<file path="config.mk">
export PLATFORM = sky130hd
export DESIGN_NAME = pce_top
export DESIGN_NICKNAME = d
export VERILOG_FILES = /design/src/core/pce_pkg.sv /design/src/core/pce_sync.sv /design/src/core/pce_top.sv
export SDC_FILE = /design/constraint.sdc
export NUM_CORES = 1
export LEC_CHECK = 0
export ABC_AREA = 1
export BUFFER_PORTS_ARGS = -buffer_cell sky130_fd_sc_hd__buf_2
export CAP_MARGIN = 25
export CORE_AREA = 2 2 95 97
export DETAILED_ROUTE_END_ITERATION = 16
export DIE_AREA = 0 0 97 99
export SLEW_MARGIN = 15
export SYNTH_ARGS = -nofsm -noshare
export SYNTH_HDL_FRONTEND = slang
export SYNTH_HIERARCHICAL = 1
export SYNTH_SLANG_ARGS = --single-unit
</file>
<file path="constraint.sdc">
create_clock -name CLK_SYS_I -period 1.6 [get_ports CLK_SYS_I]
set_clock_uncertainty 0.15 [all_clocks]
set_input_delay 0.16 -clock CLK_SYS_I [delete_from_list [all_inputs] [get_ports CLK_SYS_I]]
set_output_delay 0.16 -clock CLK_SYS_I [all_outputs]
set_load 0.005 [all_outputs]
</file>
<file path="src/core/pce_pkg.sv">
// Purpose: Shared constants and types for the pin change edge interrupt block
// Assumes: 8-bit register data over a plain strobe port
// Notes: Register offsets are word indices on the local port
`default_nettype none
package pce_pkg;
    localparam int unsigned DATA_W = 8;
    localparam int unsigned ADDR_W = 4;
    localparam int unsigned PORTA_W = 6;
    localparam int unsigned PORTB_W = 4;
    localparam int unsigned PORTB_LSB = 4;
    localparam int unsigned PINS_W = PORTA_W + PORTB_W;

    // Register map
    localparam logic [3:0] OFS_A_RISE = 4'h0;
    localparam logic [3:0] OFS_A_FALL = 4'h1;
    localparam logic [3:0] OFS_A_FLAG = 4'h2;
    localparam logic [3:0] OFS_B_RISE = 4'h3;
    localparam logic [3:0] OFS_B_FALL = 4'h4;
    localparam logic [3:0] OFS_B_FLAG = 4'h5;
    localparam logic [3:0] OFS_CTRL = 4'h6;
    localparam logic [3:0] OFS_IRQ_STAT = 4'h7;
    localparam logic [3:0] OFS_IRQ_MASK = 4'h8;

    // Control register fields
    localparam int unsigned CTRL_IRQ_EN_BIT = 0;
    localparam int unsigned CTRL_SUMMARY_BIT = 1;
    localparam int unsigned CTRL_SLEEP_BIT = 2;

    // Event status register fields
    localparam int unsigned EVT_W = 2;
    localparam int unsigned EVT_EDGE_BIT = 0;
    localparam int unsigned EVT_WAKE_BIT = 1;

    localparam logic [7:0] RST_BYTE = 8'h00;
    localparam logic [5:0] RST_A = 6'h00;
    localparam logic [3:0] RST_B = 4'h0;
    localparam logic [1:0] RST_EVT = 2'h0;

    typedef struct packed {
        logic wr;
        logic rd;
        logic [3:0] addr;
        logic [7:0] wdata;
    } pce_bus_s;

    typedef struct packed {
        logic [5:0] a;
        logic [3:0] b;
    } pce_pins_s;

    typedef enum logic {
        PWR_RUN,
        PWR_SLEEP
    } pce_pwr_e;
endpackage
`default_nettype wire

</file>
<file path="src/core/pce_sync.sv">
// Purpose: Two-stage synchroniser with a previous-sample stage for edge detection
// Assumes: Inputs asynchronous to CLK_SYS_I
// Notes: First stage feeds only the second stage
`timescale 1ns/1ps
`default_nettype none
module pce_sync #(
    parameter int unsigned WIDTH = 10
) (
    input wire logic clk_i,
    input wire logic srst_i,
    input wire logic [WIDTH-1:0] async_i,
    output logic [WIDTH-1:0] rise_o,
    output logic [WIDTH-1:0] fall_o,
    output logic [WIDTH-1:0] level_o
);
    logic [WIDTH-1:0] meta_q;
    logic [WIDTH-1:0] sync_q;
    logic [WIDTH-1:0] prev_q;
    logic [2:0] primed_q;

    // Primed gate stops reset values from posing as an edge
    // Three edges pass before prev_q holds a real pin sample
    always_ff @(posedge clk_i) begin
        if (srst_i) begin
            meta_q <= '0;
            sync_q <= '0;
            prev_q <= '0;
            primed_q <= '0;
        end else begin
            meta_q <= async_i;
            sync_q <= meta_q;
            prev_q <= sync_q;
            primed_q <= {primed_q[1:0], 1'b1};
        end
    end

    assign rise_o = primed_q[2] ? (sync_q & ~prev_q) : '0;
    assign fall_o = primed_q[2] ? (~sync_q & prev_q) : '0;
    assign level_o = sync_q;
endmodule
`default_nettype wire

</file>
<file path="src/core/pce_top.sv">
// Purpose: Pin change edge interrupt logic for port A and optional port B pins
// Assumes: Pins asynchronous; registers on a plain strobe port, 8-bit data
// Notes: Port B present when HAS_PORTB is 1, otherwise reads as zero
//
// Functional notes
// RQ1 - With irq enable set, a recorded pin change wakes the device from sleep.
// RQ2 - Edges seen during sleep are in the flags before the wake request.
// RQ3 - Port A rise enables occupy bits 5-0; a one arms rising detection.
// RQ4 - Port A fall enables occupy bits 5-0; a one arms falling detection.
// RQ5 - Flag sets on an enabled rising or enabled falling edge of its pin.
// RQ6 - A pin with both enables zero never sets its flag.
// RQ7 - Only hardware sets flags; software writing zero clears them.
// RQ8 - Hardware set acts independently of software writes to the flags.
// RQ9 - Port A register bits 7-6 read zero and ignore writes.
// RQ10 - Port B rise enables in bits 7-4; bits 3-0 read zero.
// RQ11 - Port B fall enables in bits 7-4; low bits read zero.
// RQ12 - All enables and flags reset to zero on any reset.
// RQ13 - Summary flag is the OR of all port A and port B flags.
// RQ14 - Irq enable clear keeps detection running but raises no request; enabled edges still set event bit 0, which raises IRQ_O if unmasked.
// RQ15 - An edge during a clearing write leaves that flag set.
// RQ16 - Software clears flags by masked read-modify-write to avoid losing edges.
// RQ17 - Pins are synchronised; edges compare current and previous samples.
//
// The plain strobed port and the register addresses are this design's own decisions.
`timescale 1ns/1ps
`default_nettype none
module pce_top #(
    parameter bit HAS_PORTB = 1'b1
) (
    // Clock and reset
    input wire logic CLK_SYS_I,
    input wire logic SRST_I,
    // Register port
    input wire logic [3:0] REG_ADDR_I,
    input wire logic [7:0] REG_WDATA_I,
    input wire logic REG_WR_I,
    input wire logic REG_RD_I,
    output logic [7:0] REG_RDATA_O,
    // Pins
    input wire logic [5:0] PORTA_PIN_I,
    input wire logic [3:0] PORTB_PIN_I,
    // Power state from the core
    input wire logic SLEEP_ENTER_I,
    // Interrupt and wake
    output logic PIN_CHANGE_IRQ_O,
    output logic WAKE_O,
    output logic IRQ_O
);
    pce_pkg::pce_bus_s bus;
    pce_pkg::pce_pins_s pins;
    pce_pkg::pce_pins_s rise;
    pce_pkg::pce_pins_s fall;
    pce_pkg::pce_pins_s hit;
    pce_pkg::pce_pwr_e pwr_q;
    pce_pkg::pce_pwr_e pwr_d;

    logic [5:0] a_rise_q;
    logic [5:0] a_fall_q;
    logic [5:0] a_flag_q;
    logic [5:0] a_flag_d;
    logic [3:0] b_rise_q;
    logic [3:0] b_fall_q;
    logic [3:0] b_flag_q;
    logic [3:0] b_flag_d;
    logic irq_en_q;
    logic [1:0] evt_q;
    logic [1:0] evt_d;
    logic [1:0] mask_q;
    logic [7:0] rdata_q;
    logic [7:0] rdata_d;
    logic [9:0] rise_vec;
    logic [9:0] fall_vec;
    logic [3:0] b_gate;

    function automatic logic [7:0] pad_a(input logic [5:0] v);
        pad_a = {2'h0, v};
    endfunction

    function automatic logic [7:0] pad_b(input logic [3:0] v);
        pad_b = {v, 4'h0};
    endfunction

    function automatic logic wr_hit(input pce_pkg::pce_bus_s b, input logic [3:0] ofs);
        wr_hit = b.wr && (b.addr == ofs);
    endfunction

    assign bus = '{wr: REG_WR_I, rd: REG_RD_I, addr: REG_ADDR_I, wdata: REG_WDATA_I};
    assign pins = '{a: PORTA_PIN_I, b: PORTB_PIN_I};

    // Missing port B pins are still synchronised; b_gate masks their edges so they never set flags
    pce_sync #(
        .WIDTH(pce_pkg::PINS_W)
    ) u_sync (
        .clk_i(CLK_SYS_I),
        .srst_i(SRST_I),
        .async_i(pins), // RQ17
        .rise_o(rise_vec),
        .fall_o(fall_vec),
        .level_o()
    );

    assign rise = rise_vec;
    assign fall = fall_vec;
    assign b_gate = HAS_PORTB ? 4'hf : 4'h0;

    // Per-pin hit: enabled rising or enabled falling edge
    assign hit.a = (rise.a & a_rise_q) | (fall.a & a_fall_q); // RQ3 RQ4 RQ5 RQ6
    assign hit.b = ((rise.b & b_rise_q) | (fall.b & b_fall_q)) & b_gate; // RQ10 RQ11 RQ5 RQ6

    // Software write lands first, hardware set is ORed on top so it always wins
    assign a_flag_d = (wr_hit(bus, pce_pkg::OFS_A_FLAG) ? bus.wdata[5:0] & a_flag_q : a_flag_q)
        | hit.a; // RQ7 RQ8 RQ15
    assign b_flag_d = ((wr_hit(bus, pce_pkg::OFS_B_FLAG) ? bus.wdata[7:4] & b_flag_q : b_flag_q)
        | hit.b) & b_gate; // RQ7 RQ8 RQ15

    // Summary flag and gated request
    assign PIN_CHANGE_IRQ_O = irq_en_q && ((|a_flag_q) || (|b_flag_q)); // RQ14

    // Sleep tracking: flags are already registered when wake rises
    always_comb begin
        pwr_d = pwr_q;
        unique case (pwr_q)
            pce_pkg::PWR_RUN: begin
                if (SLEEP_ENTER_I) begin
                    pwr_d = pce_pkg::PWR_SLEEP;
                end
            end
            pce_pkg::PWR_SLEEP: begin
                if (PIN_CHANGE_IRQ_O) begin
                    pwr_d = pce_pkg::PWR_RUN; // RQ1
                end
            end
        endcase
    end

    // Wake is driven from registered flags, so flags lead the first instruction
    assign WAKE_O = (pwr_q == pce_pkg::PWR_SLEEP) && PIN_CHANGE_IRQ_O; // RQ1 RQ2

    // Event status: set wins over write-one-to-clear
    assign evt_d = (wr_hit(bus, pce_pkg::OFS_IRQ_STAT) ? evt_q & ~bus.wdata[1:0] : evt_q)
        | {WAKE_O, (|hit.a) || (|hit.b)};
    assign IRQ_O = |(evt_q & mask_q);

    always_comb begin
        rdata_d = pce_pkg::RST_BYTE;
        unique case (bus.addr)
            pce_pkg::OFS_A_RISE: rdata_d = pad_a(a_rise_q); // RQ9
            pce_pkg::OFS_A_FALL: rdata_d = pad_a(a_fall_q); // RQ9
            pce_pkg::OFS_A_FLAG: rdata_d = pad_a(a_flag_q); // RQ9
            pce_pkg::OFS_B_RISE: rdata_d = pad_b(b_rise_q); // RQ10
            pce_pkg::OFS_B_FALL: rdata_d = pad_b(b_fall_q); // RQ11
            pce_pkg::OFS_B_FLAG: rdata_d = pad_b(b_flag_q);
            pce_pkg::OFS_CTRL: begin
                rdata_d[pce_pkg::CTRL_IRQ_EN_BIT] = irq_en_q;
                rdata_d[pce_pkg::CTRL_SUMMARY_BIT] = (|a_flag_q) || (|b_flag_q); // RQ13
                rdata_d[pce_pkg::CTRL_SLEEP_BIT] = (pwr_q == pce_pkg::PWR_SLEEP);
            end
            pce_pkg::OFS_IRQ_STAT: rdata_d = {6'h00, evt_q};
            pce_pkg::OFS_IRQ_MASK: rdata_d = {6'h00, mask_q};
            default: rdata_d = pce_pkg::RST_BYTE;
        endcase
    end

    // Enables, writable part only
    always_ff @(posedge CLK_SYS_I) begin
        if (SRST_I) begin
            a_rise_q <= pce_pkg::RST_A; // RQ12
            a_fall_q <= pce_pkg::RST_A; // RQ12
            b_rise_q <= pce_pkg::RST_B; // RQ12
            b_fall_q <= pce_pkg::RST_B; // RQ12
            irq_en_q <= 1'b0;
            mask_q <= pce_pkg::RST_EVT;
        end else begin
            if (wr_hit(bus, pce_pkg::OFS_A_RISE)) a_rise_q <= bus.wdata[5:0]; // RQ3 RQ9
            if (wr_hit(bus, pce_pkg::OFS_A_FALL)) a_fall_q <= bus.wdata[5:0]; // RQ4 RQ9
            if (wr_hit(bus, pce_pkg::OFS_B_RISE)) b_rise_q <= bus.wdata[7:4] & b_gate; // RQ10
            if (wr_hit(bus, pce_pkg::OFS_B_FALL)) b_fall_q <= bus.wdata[7:4] & b_gate; // RQ11
            if (wr_hit(bus, pce_pkg::OFS_CTRL)) irq_en_q <= bus.wdata[pce_pkg::CTRL_IRQ_EN_BIT];
            if (wr_hit(bus, pce_pkg::OFS_IRQ_MASK)) mask_q <= bus.wdata[1:0];
        end
    end

    // Flags, status, power state and read data
    always_ff @(posedge CLK_SYS_I) begin
        if (SRST_I) begin
            a_flag_q <= pce_pkg::RST_A; // RQ12
            b_flag_q <= pce_pkg::RST_B; // RQ12
            evt_q <= pce_pkg::RST_EVT;
            pwr_q <= pce_pkg::PWR_RUN;
            rdata_q <= pce_pkg::RST_BYTE;
        end else begin
            a_flag_q <= a_flag_d;
            b_flag_q <= b_flag_d;
            evt_q <= evt_d;
            pwr_q <= pwr_d;
            rdata_q <= bus.rd ? rdata_d : pce_pkg::RST_BYTE;
        end
    end

    assign REG_RDATA_O = rdata_q;
endmodule
`default_nettype wire

</file>
Word level (Yosys, flattened, before mapping)
Cells that the tools add are included.
{ "totals": {"ff_bits": 77, "latchBits": 0, "mem_bits_rw": 0, "rom_bits": 0, "inputBits": 27, "output_inout_bits": 11, "wordCells": 75, "mem_count": 0} }
{ "classes": {"n_addsub": 0, "n_mul": 0, "n_div": 0, "n_lt_le_gt_ge": 0, "n_eq_ne": 8, "shifts": 0, "mux": 11, "n_bitwise": 20, "n_reduce_logical": 20} }
{ "op_table": {"columns": ["cell", "count"], "rows": [
  ["case mux 5 bit (6 select lines)", 1],
  ["AND 10 bit", 2],
  ["2-to-1 mux 10 bit", 2],
  ["inverter 10 bit", 2],
  ["AND 6 bit", 3],
  ["case mux 3 bit (6 select lines)", 1],
  ["== test 4 x 3 -> 1 bit (second input constant)", 4],
  ["AND 4 bit", 3],
  ["bitwise OR 6 bit", 2],
  ["OR reduction 6 bit", 2],
  ["logical AND 1 bit", 11],
  ["== test 4 x 2 -> 1 bit (second input constant)", 2],
  ["bitwise OR 4 bit", 2],
  ["OR reduction 4 bit", 2],
  ["2-to-1 mux 6 bit", 1],
  ["AND 2 bit", 2],
  ["== test 4 x 1 -> 1 bit (second input constant)", 1],
  ["== test 4 bit (second input constant)", 1],
  ["zero test 4 bit", 1],
  ["2-to-1 mux 4 bit", 1],
  ["OR reduction 2 bit", 2],
  ["2-to-1 mux 1 bit", 3],
  ["logical OR 1 bit", 2],
  ["2-to-1 mux 2 bit", 1],
  ["4 further kinds", 5]
]} }

Depth between registers and ports, before layout
{ "logic_depth": {"depth_word": 8, "ltp_mapped": 11} }

By module
The synthesis kept the hierarchy.
{ "by_module_without_submodules": {"columns": ["module", "n_inst", "cells_per_inst", "area_each_um2", "seq_area_each_um2"], "rows": [
  ["pce_top", 1, 324, 2114.5, 880.8],
  ["pce_sync", 1, 144, 1119.8, 660.6]
]} }

Least setup slack after synthesis
OpenSTA, ideal clock, no wires.
{ "synth_path": {"kind": "register to register", "start": "register u_sync.primed_q[2]", "end": "register evt_q[0]", "t_arrival_ns": 0.985, "required_ns": 1.340, "path_slack_ns": 0.356, "stages_incl_launch_ff": 12, "path_buffers": 1, "path_cell_list": "dfxtp_1 > buf_4 > nand2_1 > nor2_1 > nand2_1 > nand2_1 > nor2_1 > nand2_1 > nor2_1 > nand3_1 > nand2_1 > inv_1"} }
{ "synth_rtl": {"columns": ["element", "line", "text"], "rows": [
  ["start: declaration", "pce_sync.sv:19", "logic [2:0] primed_q;"],
  ["start signal: assignment", "pce_sync.sv:33", "primed_q <= {primed_q[1:0], 1'b1};"],
  ["end signal: assignment", "pce_top.sv:188", "evt_q <= pce_pkg::RST_EVT;"],
  ["end signal: assignment", "pce_top.sv:194", "evt_q <= evt_d;"],
  ["end: declaration", "pce_top.sv:66", "logic [1:0] evt_q;"]
]} }

Worst setup path after layout
{ "layout_path": {"start": "register b_flag_q[0]", "end": "output WAKE_O"} }
{ "layout_via": {"elab_chain_cells": 4} }
{ "layout_lines": {"columns": ["element", "line", "text"], "rows": [
  ["start: declaration", "pce_top.sv:63", "logic [3:0] b_flag_q;"],
  ["start signal: assignment", "pce_top.sv:187", "b_flag_q <= pce_pkg::RST_B;"],
  ["start signal: assignment", "pce_top.sv:193", "b_flag_q <= b_flag_d;"],
  ["OR reduction 4 bit", "pce_top.sv:117", "assign PIN_CHANGE_IRQ_O = irq_en_q && ((|a_flag_q) || (|b_flag_q));"],
  ["logical OR 1 bit", "pce_top.sv:117", null],
  ["logical AND 1 bit", "pce_top.sv:117", null],
  ["logical AND 1 bit", "pce_top.sv:137", "assign WAKE_O = (pwr_q == pce_pkg::PWR_SLEEP) && PIN_CHANGE_IRQ_O;"],
  ["end: declaration", "pce_top.sv:46", "output logic WAKE_O,"]
]} }
Every way passes these cells.

==> results.env <==
GLOBALROUTETOTALUTIL=0.169
ROUTE.ANTENNA.REMAINING_NETS=0
INTERNAL_POWER_mW=2.95
SYNTH-SEQ-CELLS=77
CLK_TRANSITION_REPORTED_PATHS_PS=80
PLACED_CELL_AREA_UM2=3560
CP.ARRIVAL_PS=1300
SYNTH.YOSYS.WARNINGS=6
START_UTIL=0.378
WORST_IR_DROP_VDD_uV=555
CLOCK_INSERTION_DELAY_WORST_SKEW_PS=340
CTS_HTREE_LEVELS=3
WORST_HOLD_SLACK_AFTER_FINAL_LAYOUT_PS=5.50
CRITICAL_PATH.ENDPOINT_TYPE='output port'
FIN_TNS_SETUP_PS=-10.6
CLKPWRFRAC=0.412
STATUS='complete, but fails checks'
SYNTH_SEQUENTIAL_AREA_RATIO=0.477
BUFS_ON_LONGEST_CLOCK_PATH=2
FINAL_CYCLE_SHARE=1.01
INITIALDRTVIOLATIONCOUNT=123
SETUP_SLACK_PS=-10.6
FINAL_NETS=563
PLACED_CELL_COUNT=611
SYNTH.TOP_CELLS.BY_AREA='dfxtp_1, nand2_1, inv_1'
CTS_BUFFERS=9
TIMING.SLEW.HEADROOM=0.769
SEQUENCE_OF_CELLS_ON_THE_CRITICAL_PATH='or2_4 -> nor2_4 -> nand2_2 -> nand3_2 -> inv_1 -> buf_2'
GRT_FIRST_PASS_WIRELENGTH_UM=13100
SYNTHDOMINANTAREACELLTYPE='dfxtp_1'
SYNTH_CELL_TYPE_COUNT=22
POWER_mW=3.83
SYN_NETS=495
DRV_SLEW=0
PWR_DENSITY_CELL_nW_PER_UM2=951
SLOWEST_STAGE='dfxtp_2'
TIMING.FMAX_MHz=621
POST-ROUTE-MIN-PERIOD_PS=1610
WORST_PIN_SLEW_PS=346
SYN2LAYOUT_AREA_GROWTH_PCT=24.4
VIOLATED_CHECKS='setup timing'
NET-SWITCHING-POWER_mW=0.879
VIAS_IN_THE_FIRST_GLOBAL_ROUTE=2902
RSZ0062_AT_GRT='yes'
DIE_H_UM=99
TIMING.CRITICAL_PATH.FANOUT_MAX=3
POST_SYNTH_INSTANCE_AREA_UM2=3230
SETUP.WORST_PATH.CLASS='register to output port'
TIMING.FINAL.HOLD_VIOLATIONS=0
TOTAL_GLOBAL_ROUTING_OVERFLOW=0
LAYOUT-DRIVE-GT1-SHARE=0.185
CRITICAL-PATH-TOP-DELAY-FAMILY='simple AND/OR/NAND/NOR gates'
TIMING.HOLD.WORST.CLASS='primary input to register'
POST_DRT_VIA_CELL_RATIO=4.43
DIEWIDTH_UM=97
CTS_ROOT_BUF='clkbuf_8'
FIN_CELLS=649
DR_TOTAL_VIAS=2876
DETAILED_PLACE_HPWL_UM=5460
SYNTH.TOP_CELL.AREA_SHARE=0.477
SWITCHING_FRACTION=0.230
MAXCAPVIOLATIONS=0
CTS_TREE='done'
WORST-ENDPOINT-REQUIRED_PS=1290
P_LEAK_nW=1.85
SEQPWRFRAC=0.520
ANTENNA_FOUND_INITIAL=0
DRC=0
CRITPATHLAUNCHTYPE='register'
SYN-MEAN-INSTANCE-AREA_UM2=6.91
IO_BUFFER_COUNT=37
SYN_INST=468
CLOCK_SINK_COUNT=77
GPL.FINAL_WEIGHTED_CONGESTION=0.875
IO_PINS=38
SETUP.REG_TO_REG.WORST_SLACK_PS=190
WL_PER_CELL_UM=11.6
LAYOUT.CELL_AREA.NON_FILLER_UM2=4030
DIEAREA_UM2=9600
TIMING.CRITICAL_PATH.SLOWEST_CELL_DELAY_PS=330
P_COMB_FRAC=0.067
ROWS=34
POSTROUTEWIRELENGTH_UM=7500
FINALSETUPVIOLCOUNT=1
INSERTEDDIODECOUNT=0
CRIT_BUF_INV=2
PIN_COUNT_OF_THE_BIGGEST_NET_ENTERING_GLOBAL_ROUTING=45
FIRST_PASS_ITERS=4
FP.COREAREA_UM2=8550
state kept, by name (all words and copies together) (netlist names):
name and flops:
REG_RDATA_O 8, a_fall_q 6, a_flag_q 6, a_rise_q 6, b_fall_q 4, b_flag_q 4, b_rise_q 4, evt_q 2
irq_en_q 1, mask_q 2, pwr_q 1, u_sync/level_o 10, u_sync/meta_q 10, u_sync/prev_q 10, u_sync/primed_q 3
timing repair:
item / CTS / global route
hold endpoints to repair: 22 / 0
setup buffers: 5 / 0
pin swaps: 4 / 4
hold buffers: 17 / 0
endpoints found under the setup margin: 3 / 3
gates resized for setup: 12 / 7
cell usage after synthesis, drive strengths merged:
master / instances
nand2: 114
a21oi: 38
nor3: 1
clkbuf: 3
a22o: 1
inv: 83
o21ai: 23
nand3: 30
dfxtp: 77
buf: 10
or2: 2
o211ai: 3
nor2: 82
o22ai: 1
cell type report:
cell class	count	area, µm²
flip-flops and latches	77	1550
multi-input cells	295	1320
fillers	871	4530
repair buffers	70	488
clock inverters	6	86.3
clock buffers	10	128
well taps	108	135
inverters	83	312
kinds of logic after synthesis:
group	count (synthesis)	synth area share
AO/OA/AOI/OAI	66	0.106
flip-flops	77	0.477
AND/OR/NAND/NOR	229	0.293
buffers and inverters	96	0.124
layer usage:
layer,track usage,up-vias,share of wire
met4,0.0466,0,0.017
met5,0,-,0
li1,-,1557,-
met3,0.0454,9,0.055
met2,0.293,81,0.46
met1,0.207,1229,0.47
power groups by stage:
stage,clock network [mW],logic [mW],registers [mW]
after floorplan,0,0.142,2.02
after global placement,0,0.222,2.04
after detailed placement,0,0.226,2.04
after CTS,1.63,0.259,1.99
after global routing,1.71,0.292,2.00
final,1.58,0.258,1.99
worst reg2reg max path: stages (launching register included):
cell     delay, ps
dfxtp_4        410
nand2_1         80
nor2_1          40
nand2_1         60
nand2_1         70
nor2_1         180
nand2_1         70
nor2_1          90
nand3_1         70
nand2_1         70
inv_1           40
layout by cell type, fill, tap and decap left out, types with 2 or more instances in the layout:
cell,count
dlygate4sd3_1,17
dfxtp_2,6
clkinv_2,2
dfxtp_1,70
nor2_1,70
a21oi_1,38
bufinv_16,2
buf_2,37
nor2_4,5
o211ai_1,3
clkbuf_8,9
inv_2,6
nand2_2,3
or2_4,2
inv_1,77
nor2_2,7
o21ai_1,17
nand2_1,111
nand3_1,29
buf_4,15
o21ai_0,6
worst paths after layout:
| check | startpoint | depth (start not counted) | to |
|---|---|---|---|
| worst min register to register | u_sync/primed_q[1] | 2 | u_sync/primed_q[2] |
| worst max-delay path | b_flag_q[0] | 6 | WAKE_O |
| worst min-delay path | REG_WDATA_I[1] | 3 | a_fall_q[1] |
| worst max register to register | u_sync/primed_q[2] | 10 | evt_q[0] |
stage by stage:
step	setup slack, ps	util
2_1_floorplan	356	-
3_3_place_gp	32.4	0.416
3_5_place_dp	6.37	0.416
4_1_cts	-29.7	0.469
5_1_grt	-69.3	0.471
6_report	-10.6	0.471
Power figures use the tool's default switching activity.
